--- src/rtl/wmf_pkg.sv ---
// Constants, types and field layouts of the weigh module ASCII link formatter.
// Assumes byte-wide receive and transmit streams and one 40 MHz clock.
// Notes on behaviour
// - System error replaces weight with error code.
// - Error field is ten characters wide.
// - Left spaces, Error, number, trigger character.
// - Fixed error number encoding per fault.
// - Trigger b for electronics, t terminal.
// - Commands and replies end with CR LF.
// - Backslash quote inside string is literal.
// - Multi-selection value is bitmask, 0 to 255.
// - Beyond fine range, tenth character is space.
// - Store config in terminal if attached.
// - Terminal removed: load bridge default config.
// - Terminal added: load terminal's stored config.
// - Changed parameters written to nonvolatile storage.
// - Every command received while no reply is owed gets a response; others are dropped.
// - Syntax, transmission, logical error two-letter replies.
package wmf_pkg;
   // ==========================================================
   // Characters
   localparam logic [7:0] CH_CR   = 8'h0d;
   localparam logic [7:0] CH_LF   = 8'h0a;
   localparam logic [7:0] CH_SP   = 8'h20;
   localparam logic [7:0] CH_QT   = 8'h22;
   localparam logic [7:0] CH_BS   = 8'h5c;
   localparam logic [7:0] CH_AT   = 8'h40;
   localparam logic [7:0] CH_0    = 8'h30;
   localparam logic [7:0] CH_9    = 8'h39;
   localparam logic [7:0] CH_1    = 8'h31;
   localparam logic [7:0] CH_UE   = 8'h45;
   localparam logic [7:0] CH_US   = 8'h53;
   localparam logic [7:0] CH_UT   = 8'h54;
   localparam logic [7:0] CH_UL   = 8'h4c;
   localparam logic [7:0] CH_R    = 8'h72;
   localparam logic [7:0] CH_O    = 8'h6f;
   localparam logic [7:0] CH_B    = 8'h62;
   localparam logic [7:0] CH_T    = 8'h74;
   // ==========================================================
   // Sizes and limits
   localparam int          FIFO_W     = 8;
   localparam int          FIFO_DEPTH = 32;
   localparam logic [6:0]  LINE_MAX   = 7'h40;   // Longest accepted line
   localparam logic [8:0]  MASK_MAX   = 9'h0ff;  // Highest multi-selection value
   localparam logic [8:0]  VAL_SAT    = 9'h1ff;
   localparam logic [4:0]  LEN_WEIGHT = 5'h11;   // id sp status sp field cr lf
   localparam logic [4:0]  LEN_STATUS = 5'h06;   // id sp status cr lf
   localparam logic [4:0]  LEN_SHORT  = 5'h04;   // two letters cr lf
   localparam logic [4:0]  LEN_NONE   = 5'h00;
   // ==========================================================
   // Error numbers on the weight field
   localparam logic [3:0] ERR_BOOT     = 4'h1;
   localparam logic [3:0] ERR_BRAND    = 4'h2;
   localparam logic [3:0] ERR_CHECKSUM = 4'h3;
   localparam logic [3:0] ERR_OPTION   = 4'h9;
   localparam logic [3:0] ERR_NVMEM    = 4'ha;
   localparam logic [3:0] ERR_MISMATCH = 4'hb;
   localparam logic [3:0] ERR_UNPLUG   = 4'hc;
   localparam logic [3:0] ERR_MOD_ELEC = 4'he;
   localparam logic [3:0] ERR_ADJUST   = 4'hf;
   localparam logic [3:0] ERR_TWO_DIG  = 4'ha;   // From here two digits
   // ==========================================================
   // Types
   typedef enum logic [0:0] {RK_WEIGHT, RK_STATUS} wmf_rkind_t;
   typedef enum logic [1:0] {IR_NONE, IR_SYNTAX, IR_TRANS, IR_LOGIC} wmf_ireply_t;
   typedef logic [0:16][7:0] wmf_msg_t;
   typedef struct packed {
      wmf_rkind_t  kind;
      logic [15:0] id;           // Two reply identifier characters
      logic [7:0]  status;
      logic [79:0] field;        // Ten weight characters, first at top
      logic        beyond_fine;
   } wmf_resp_t;
   typedef struct packed {
      logic [31:0] name;         // First four characters, first at top
      logic [6:0]  len;
      logic [7:0]  mask;         // First numeric parameter
      logic        has_num;
      logic        quoted;
   } wmf_cmd_t;
   typedef struct packed {
      logic       active;
      logic [3:0] num;
      logic       from_term;
   } wmf_err_t;
endpackage

--- src/rtl/wmf_top.sv ---
// Receive line assembler, reply formatter, output FIFO and config store select.
// Assumes a command core answering CMD with RESP and a UART around RX and TX.
`timescale 1ns/10ps

// ==========================================================
// Byte FIFO between formatter and transmitter
module wmf_fifo #(
   parameter int W     = wmf_pkg::FIFO_W,
   parameter int DEPTH = wmf_pkg::FIFO_DEPTH
) (
   input  wire logic         clk,
   input  wire logic         rst,
   input  wire logic [W-1:0] in_data,
   input  wire logic         in_valid,
   output logic              in_ready,
   output logic [W-1:0]      out_data,
   output logic              out_valid,
   input  wire logic         out_ready
);
   localparam int AW = $clog2(DEPTH);
   logic [W-1:0] mem [0:DEPTH-1];
   logic [AW:0]  wr_reg;
   logic [AW:0]  rd_reg;
   wire          full  = (wr_reg[AW] != rd_reg[AW]) && (wr_reg[AW-1:0] == rd_reg[AW-1:0]);
   wire          empty = (wr_reg == rd_reg);
   wire          push  = in_valid && !full;
   wire          pop   = out_ready && !empty;

   // Handshake and head data
   assign in_ready  = !full;
   assign out_valid = !empty;
   assign out_data  = mem[rd_reg[AW-1:0]];

   // Storage write
   always_ff @(posedge clk) begin
      if (push) begin
         mem[wr_reg[AW-1:0]] <= in_data;
      end
   end

   // Pointers
   always_ff @(posedge clk) begin
      if (rst) begin
         wr_reg <= '0;
         rd_reg <= '0;
      end else begin
         if (push) wr_reg <= wr_reg + 1'b1;
         if (pop)  rd_reg <= rd_reg + 1'b1;
      end
   end
endmodule

// ==========================================================
// Top of the link formatter
module wmf_top (
   input  wire logic             CLOCK,
   input  wire logic             RST,
   input  wire logic [7:0]       RX_DATA,
   input  wire logic             RX_VALID,
   input  wire logic             RX_FAULT,
   output logic                  RX_READY,
   output wmf_pkg::wmf_cmd_t     CMD,
   output logic                  CMD_VALID,
   input  wire wmf_pkg::wmf_resp_t RESP,
   input  wire logic             RESP_VALID,
   output logic                  RESP_READY,
   input  wire wmf_pkg::wmf_err_t SYS_ERR,
   output logic [7:0]            TX_DATA,
   output logic                  TX_VALID,
   input  wire logic             TX_READY,
   input  wire logic             TERM_PRESENT,
   input  wire logic             PARAM_CHANGED,
   output logic                  CFG_FROM_TERM,
   output logic                  CFG_LOAD,
   output logic                  NV_WRITE,
   output logic                  NV_TO_TERM
);
   typedef enum {ST_IDLE, ST_SEND} wmf_state_t;

   // ==========================================================
   // Error field builder
   function automatic logic [79:0] err_field(input wmf_pkg::wmf_err_t e);
      logic [7:0] trig;
      logic [7:0] lo;
      logic       two;
      trig = e.from_term ? wmf_pkg::CH_T : wmf_pkg::CH_B;
      two  = (e.num >= wmf_pkg::ERR_TWO_DIG);
      lo   = two ? (wmf_pkg::CH_0 + {4'h0, e.num - wmf_pkg::ERR_TWO_DIG})
                 : (wmf_pkg::CH_0 + {4'h0, e.num});
      if (two) begin
         err_field = {wmf_pkg::CH_SP, wmf_pkg::CH_SP, wmf_pkg::CH_UE, wmf_pkg::CH_R,
                      wmf_pkg::CH_R, wmf_pkg::CH_O, wmf_pkg::CH_R, wmf_pkg::CH_1, lo, trig};
      end else begin
         err_field = {wmf_pkg::CH_SP, wmf_pkg::CH_SP, wmf_pkg::CH_SP, wmf_pkg::CH_UE,
                      wmf_pkg::CH_R, wmf_pkg::CH_R, wmf_pkg::CH_O, wmf_pkg::CH_R, lo, trig};
      end
   endfunction

   // ==========================================================
   // Line assembler state
   logic [6:0]  len_reg,   len_next;
   logic        inq_reg,   inq_next;
   logic        esc_reg,   esc_next;
   logic        cr_reg,    cr_next;
   logic        flt_reg,   flt_next;
   logic        ovf_reg,   ovf_next;
   logic        quo_reg,   quo_next;
   logic        sp_reg,    sp_next;
   logic        num_reg,   num_next;
   logic        nend_reg,  nend_next;
   logic [8:0]  val_reg,   val_next;
   logic [31:0] name_reg,  name_next;
   logic        done;
   logic        busy_reg;
   wmf_pkg::wmf_ireply_t ir_reg;
   wmf_pkg::wmf_cmd_t    cmd_reg;
   logic        cmd_v_reg;

   // Byte decode
   wire         rx_fire  = RX_VALID && RX_READY;
   wire         is_digit = (RX_DATA >= wmf_pkg::CH_0) && (RX_DATA <= wmf_pkg::CH_9);
   wire [12:0]  acc      = {4'h0, val_reg} * 13'h000a + {9'h000, RX_DATA[3:0]};
   wire [8:0]   acc_sat  = (acc > {4'h0, wmf_pkg::VAL_SAT}) ? wmf_pkg::VAL_SAT : acc[8:0];
   wire [1:0]   name_pos = len_reg[1:0];

   assign RX_READY = !cmd_v_reg;

   // Next state of the assembler
   always_comb begin
      len_next  = len_reg;
      inq_next  = inq_reg;
      esc_next  = esc_reg;
      cr_next   = cr_reg;
      flt_next  = flt_reg;
      ovf_next  = ovf_reg;
      quo_next  = quo_reg;
      sp_next   = sp_reg;
      num_next  = num_reg;
      nend_next = nend_reg;
      val_next  = val_reg;
      name_next = name_reg;
      done      = 1'b0;
      if (rx_fire) begin
         if (RX_DATA == wmf_pkg::CH_AT && !inq_reg) begin
            // Cancel restarts the line with the cancel character
            len_next  = 7'h01;
            name_next = {wmf_pkg::CH_AT, 24'h000000};
            {inq_next, esc_next, cr_next, flt_next, ovf_next} = 5'h00;
            {quo_next, sp_next, num_next, nend_next} = 4'h0;
            val_next  = 9'h000;
         end else if (cr_reg && RX_DATA == wmf_pkg::CH_LF) begin
            done      = 1'b1;
            len_next  = 7'h00;
            name_next = 32'h00000000;
            {inq_next, esc_next, cr_next, flt_next, ovf_next} = 5'h00;
            {quo_next, sp_next, num_next, nend_next} = 4'h0;
            val_next  = 9'h000;
         end else if (RX_DATA == wmf_pkg::CH_CR && !esc_reg) begin
            cr_next  = 1'b1;
            flt_next = flt_reg || RX_FAULT;
         end else begin
            cr_next  = 1'b0;
            flt_next = flt_reg || RX_FAULT;
            if (inq_reg) begin
               if (esc_reg) esc_next = 1'b0;
               else if (RX_DATA == wmf_pkg::CH_BS) esc_next = 1'b1;
               else if (RX_DATA == wmf_pkg::CH_QT) inq_next = 1'b0;
            end else if (RX_DATA == wmf_pkg::CH_QT) begin
               inq_next = 1'b1;
               quo_next = 1'b1;
            end else if (RX_DATA == wmf_pkg::CH_SP) begin
               sp_next   = 1'b1;
               nend_next = nend_reg || num_reg;
            end else if (is_digit && sp_reg && !nend_reg) begin
               num_next = 1'b1;
               val_next = acc_sat;
            end
            if (!sp_reg && len_reg < 7'h04 && RX_DATA != wmf_pkg::CH_SP) begin
               name_next[8'(31 - 8 * name_pos) -: 8] = RX_DATA;
            end
            if (len_reg == wmf_pkg::LINE_MAX) ovf_next = 1'b1;
            else len_next = len_reg + 7'h01;
         end
      end
   end

   // Classification of a finished line
   wire bad_syntax = ovf_reg || inq_reg || (len_reg == 7'h00);
   wire bad_mask   = num_reg && (val_reg > wmf_pkg::MASK_MAX);
   wire accept     = done && !busy_reg && (ir_reg == wmf_pkg::IR_NONE);
   wire [1:0] ir_new = flt_reg    ? wmf_pkg::IR_TRANS :
                       bad_syntax ? wmf_pkg::IR_SYNTAX :
                       bad_mask   ? wmf_pkg::IR_LOGIC  : wmf_pkg::IR_NONE;

   // Assembler registers
   always_ff @(posedge CLOCK) begin
      if (RST) begin
         {len_reg, inq_reg, esc_reg, cr_reg, flt_reg, ovf_reg} <= '0;
         {quo_reg, sp_reg, num_reg, nend_reg, val_reg, name_reg} <= '0;
      end else begin
         {len_reg, inq_reg, esc_reg, cr_reg, flt_reg, ovf_reg} <=
            {len_next, inq_next, esc_next, cr_next, flt_next, ovf_next};
         {quo_reg, sp_reg, num_reg, nend_reg, val_reg, name_reg} <=
            {quo_next, sp_next, num_next, nend_next, val_next, name_next};
      end
   end

   // ==========================================================
   // Command dispatch and reply bookkeeping
   wmf_state_t  st_reg;
   wmf_pkg::wmf_msg_t msg_reg;
   logic [4:0]  mlen_reg;
   logic [4:0]  idx_reg;
   logic        fifo_rdy;
   wire         load_ir   = (st_reg == ST_IDLE) && (ir_reg != wmf_pkg::IR_NONE);
   wire         load_resp = RESP_VALID && RESP_READY;
   wire         sent_last = (st_reg == ST_SEND) && fifo_rdy && (idx_reg == mlen_reg - 5'h01);

   assign RESP_READY = (st_reg == ST_IDLE) && (ir_reg == wmf_pkg::IR_NONE);
   assign CMD        = cmd_reg;
   assign CMD_VALID  = cmd_v_reg;

   // Lines arriving while a reply is owed are dropped
   always_ff @(posedge CLOCK) begin
      if (RST) begin
         ir_reg    <= wmf_pkg::IR_NONE;
         busy_reg  <= 1'b0;
         cmd_v_reg <= 1'b0;
         cmd_reg   <= '0;
      end else begin
         cmd_v_reg <= accept && (ir_new == wmf_pkg::IR_NONE);
         if (accept && ir_new != wmf_pkg::IR_NONE) begin
            ir_reg <= wmf_pkg::wmf_ireply_t'(ir_new);
         end else if (load_ir) begin
            ir_reg <= wmf_pkg::IR_NONE;
         end
         if (accept && ir_new == wmf_pkg::IR_NONE) begin
            busy_reg <= 1'b1;
            cmd_reg  <= '{name: name_reg, len: len_reg, mask: val_reg[7:0],
                          has_num: num_reg, quoted: quo_reg};
         end else if (load_resp) begin
            busy_reg <= 1'b0;
         end
      end
   end

   // ==========================================================
   // Reply message building
   wire [79:0] wfield   = SYS_ERR.active ? err_field(SYS_ERR) :
                          (RESP.beyond_fine ? {RESP.field[79:8], wmf_pkg::CH_SP}
                                            : RESP.field);
   wire [7:0]  ir_ch    = (ir_reg == wmf_pkg::IR_TRANS) ? wmf_pkg::CH_UT :
                          (ir_reg == wmf_pkg::IR_LOGIC) ? wmf_pkg::CH_UL : wmf_pkg::CH_US;
   wire wmf_pkg::wmf_msg_t m_weight = {RESP.id, wmf_pkg::CH_SP, RESP.status, wmf_pkg::CH_SP,
                                       wfield, wmf_pkg::CH_CR, wmf_pkg::CH_LF};
   wire wmf_pkg::wmf_msg_t m_status = {RESP.id, wmf_pkg::CH_SP, RESP.status,
                                       wmf_pkg::CH_CR, wmf_pkg::CH_LF, 88'h0};
   wire wmf_pkg::wmf_msg_t m_short  = {wmf_pkg::CH_UE, ir_ch, wmf_pkg::CH_CR,
                                       wmf_pkg::CH_LF, 104'h0};
   wire wmf_pkg::wmf_msg_t m_sel    = load_ir ? m_short :
                                      (RESP.kind == wmf_pkg::RK_WEIGHT) ? m_weight : m_status;
   wire [4:0]  l_sel    = load_ir ? wmf_pkg::LEN_SHORT :
                          (RESP.kind == wmf_pkg::RK_WEIGHT) ? wmf_pkg::LEN_WEIGHT
                                                            : wmf_pkg::LEN_STATUS;

   // Formatter sequencer, one byte per accepted FIFO slot
   always_ff @(posedge CLOCK) begin
      if (RST) begin
         st_reg   <= ST_IDLE;
         msg_reg  <= '0;
         mlen_reg <= wmf_pkg::LEN_NONE;
         idx_reg  <= 5'h00;
      end else begin
         case (st_reg)
            ST_IDLE: begin
               if (load_ir || load_resp) begin
                  msg_reg  <= m_sel;
                  mlen_reg <= l_sel;
                  idx_reg  <= 5'h00;
                  st_reg   <= ST_SEND;
               end
            end
            ST_SEND: begin
               if (sent_last) st_reg <= ST_IDLE;
               else if (fifo_rdy) idx_reg <= idx_reg + 5'h01;
            end
            default: st_reg <= ST_IDLE;
         endcase
      end
   end

   // Transmit buffer
   wmf_fifo #(
      .W     (wmf_pkg::FIFO_W),
      .DEPTH (wmf_pkg::FIFO_DEPTH)
   ) u_fifo (
      .clk       (CLOCK),
      .rst       (RST),
      .in_data   (msg_reg[idx_reg]),
      .in_valid  (st_reg == ST_SEND),
      .in_ready  (fifo_rdy),
      .out_data  (TX_DATA),
      .out_valid (TX_VALID),
      .out_ready (TX_READY)
   );

   // ==========================================================
   // Configuration store selection
   logic term_reg;
   logic load_reg;
   logic nvw_reg;

   assign CFG_FROM_TERM = term_reg;
   assign NV_TO_TERM    = term_reg;
   assign CFG_LOAD      = load_reg;
   assign NV_WRITE      = nvw_reg;

   // Attach loads terminal config, detach loads bridge default
   always_ff @(posedge CLOCK) begin
      if (RST) begin
         term_reg <= 1'b0;
         load_reg <= 1'b0;
         nvw_reg  <= 1'b0;
      end else begin
         term_reg <= TERM_PRESENT;
         load_reg <= (TERM_PRESENT != term_reg);
         nvw_reg  <= PARAM_CHANGED;
      end
   end
endmodule

--- config.mk ---
export PLATFORM = sky130hd
export DESIGN_NAME = wmf_top
export DESIGN_NICKNAME = d
export VERILOG_FILES = /design/src/rtl/wmf_pkg.sv /design/src/rtl/wmf_top.sv
export SDC_FILE = /design/constraint.sdc
export NUM_CORES = 1
export LEC_CHECK = 0
export BUFFER_PORTS_ARGS = -buffer_cell sky130_fd_sc_hd__buf_2
export CORE_UTILIZATION = 40
export CTS_BUF_LIST = sky130_fd_sc_hd__clkbuf_8 sky130_fd_sc_hd__clkbuf_16
export DETAILED_ROUTE_END_ITERATION = 8
export PLACE_DENSITY_LB_ADDON = 0.08
export SKIP_CTS_REPAIR_TIMING = 1
export SYNTH_ARGS = -nofsm -noshare
export SYNTH_HDL_FRONTEND = slang
export SYNTH_SLANG_ARGS = --single-unit
--- constraint.sdc ---
create_clock -name CLOCK -period 3.7 [get_ports CLOCK]
set_input_delay 0.185 -clock CLOCK [delete_from_list [all_inputs] [get_ports CLOCK]]
set_output_delay 0.185 -clock CLOCK [all_outputs]
set_load 0.005 [all_outputs]
==> impl_results.md <==
* CTS clock-pin slew for the worst setup and hold paths at 0.06 ns
* DRT antenna net count at 0
* Grt ovf at 0
* Die W at 229.9 um
* Asr flop ratio synth at 0%
* Final slew viol count at 0
* Fin nets at 2097
* Max stage delay cell, worst path: dfxtp_4
* CORE AREA at 51300 sq um
* Unrepaired setup endpoints after global routing: false
* Dpl cells at 2456
* Pwr dens at 508.0 nW/um^2
* Final hold violation count at 5
* Starting density of the core at 40.48%
* Crit path cell chain: buf_12 > mux4_2 > mux4_2 > mux2_2 > buf_2
* Final setup fails at 0
* Setup CP Type: reg2out
* Design area at 25340 sq um
* CTS tree: done
* I/O Pins at 193
* Num CTS Buffers at 54
* Met2 wire length at 25500 um
* VDD IR max at 358.2 uV
* Cell count after synthesis at 1661
* Startpoint types: register
* Met3 wire length at 2451 um
* Wire length on met1 at 24090 um
* Number of global-route vias before repair at 13.71k
* Largest fanout on the critical path at 29
* CTS Buffer Depth at 3
* Fill count at 4602
* Site row count at 83
* Worst skew pair latency at 0.60 ns
* Switching power at 3.031 mW
* Failing checks: negative hold slack
* Sequential fraction of the synthesis area at 60.64%
* Setup Skew at 0.01539 ns
* Largest cells by area after synthesis: edfxtp_1, dfxtp_1, mux4_2
* Pin count of the biggest net entering global routing at 97
* Post-layout min period at 3.332 ns
* Port bufs at 192
* First-pass GRT wire length at 81100 um
* DIE AREA at 52830 sq um
* Slew @ Worst Pin at 1.248 ns
* Max-cap violations at 0
* Fmax at 0.3001 GHz
* Hold Crit Class: in2reg
* Synth cell types at 70
* Largest area contributor in the netlist: edfxtp_1
* Vias per std cell at 5.367
* CP endpoint kind: primary output
* Mean post-synth cell area at 12.50 sq um
* Seq pwr share at 47.5%
* Fin cells at 2660
* Most used flip-flop cell after synthesis: edfxtp_1
* Period utilization at 90.06%
* Worst reg2reg setup slack at 0.67 ns
* Critical path's largest stage delay at 0.73 ns
* Switch share at 23.55%
* Seq cells post-synth at 501
* Comb power frac at 10.5%
* Layout cell share with drive strength beyond 1 at 23.55%
* CTS H-tree depth at 2
* Mapped Area at 20770 sq um
* Outcome: complete, but fails checks
* CP dominant cell by count: mux4_2
* DR iter-0 viols at 1044
* Die Ht at 229.9 um
* WHS at -0.04963 ns
* Initial antenna violation count at 2
* Synthesized Nets at 1822
* # DRC at 0
* Sinks on Clock Net at 501
* Max reg flops at 256
* Sum Neg Setup Slack at 0 ns
* Crit path DAT at 3.15 ns
* Area Growth Syn to Fin at 22.00%
* Clk pwr share at 42.0%
* Internal Power at 9.841 mW
* Share of the synthesized area in the top cell type at 37.02%
* Static leakage at 9.017 nW
* Worst Path Required at 3.51 ns
* HPWL after DPL at 35050 um
* Root buffer cell: clkbuf_16
* Via count at 14.28k
* Max layer used: met5
* DR WL/cell at 20.04 um
* GR Util All Layers at 19.74%
* DRT Pass-1 Iters at 7
* Placed Area at 22500 sq um
* Routed WL at 53310 um
* Slew HR at 16.36%
* EDFF count, synth at 256
* Yosys synthesis warning count at 0
* RePlAce Congestion at 0.8243
logic make-up (layout without fill, tap and decap cells):
logic type                 count (synthesis)  after routing  synth area share (%)
and+or+nand+nor                          453            453                 9.544
DFF                                      501            501                 60.64
muxes                                    126            126                 11.92
AOI/OAI and AO/OA                        376            376                 11.50
xor gates and xnor gates                  37             37                 1.561
buffers and inverters                    135            453                 2.784
adders and majority gates                 33             33                 2.061
other                                      0              1                     0
synth_stat cells (21+ instances only):
cell	number
o21ai_0	56
nand2_1	189
xor2_1	21
inv_1	22
edfxtp_1	256
dfxtp_1	245
mux4_2	95
a21oi_1	144
ha_1	31
clkbuf_1	79
nor2_1	182
a22oi_1	73
area by class of cell:
type | instances | area, sq um | area share, %
diodes | 1 | 2.502 | 0.009877
clock buffers | 70 | 1583 | 6.247
repair buffers | 332 | 2316 | 9.141
clock inverters | 29 | 209.0 | 0.8247
well taps | 680 | 850.8 | 3.358
multi-input cells | 1025 | 7692 | 30.36
inverters | 22 | 82.58 | 0.3259
flip-flops and latches | 501 | 12600 | 49.73
layout by cell type (no fill, tap or decap), types with 55 or more instances in the layout:
| cell type | count |
|---|---|
| o21ai_0 | 56 |
| dlygate4sd3_1 | 104 |
| buf_2 | 191 |
| nand2_1 | 189 |
| a21oi_1 | 141 |
| dfxtp_1 | 241 |
| mux4_2 | 95 |
| clkbuf_16 | 55 |
| nor2_1 | 181 |
| a22oi_1 | 73 |
| edfxtp_1 | 256 |
per-stage QoR:
step	worst slack [ns]	total power [mW]	util [%]	hold WS, ns
2_1_floorplan	0.1431	7.023	-	0.3107
3_3_place_gp	0.6713	7.500	43.86	0.4109
3_5_place_dp	0.6866	7.519	43.86	0.4269
4_1_cts	0.2552	12.93	47.35	-0.2202
5_1_grt	0.2162	13.33	49.39	-0.005452
6_report	0.3679	12.87	49.39	-0.04963
power by group through the flow:
stage          registers, mW  clock network, mW  logic [mW]
2_1_floorplan           6.13                  0       0.889
3_3_place_gp            6.24                  0        1.26
3_5_place_dp            6.24                  0        1.28
4_1_cts                 6.12               5.52        1.28
5_1_grt                 6.13               5.72        1.47
6_report                6.11               5.40        1.35
critical path: cells and delay by family (launching register included):
kind                   cells  cell delay [ns]
buffers and inverters      2             0.41
DFF                        1             0.73
muxes                      3             1.37
layer usage:
metal  up-vias  track usage (%)
met5         -                0
met2       336            31.76
met4         2            5.940
li1       6748                -
met1      7110            27.42
met3        80            3.137
path summary, 6_finish.rpt:
kind | cells past startpoint | from | endpoint
max | 5 | register | TX_DATA[0]
max reg2reg | 10 | val_reg[1] | val_reg[3]
min | 3 | RESP[78] | msg_reg[93]
min reg2reg | 2 | msg_reg[51] | msg_reg[51]
(Power assumes the default switching activity.)
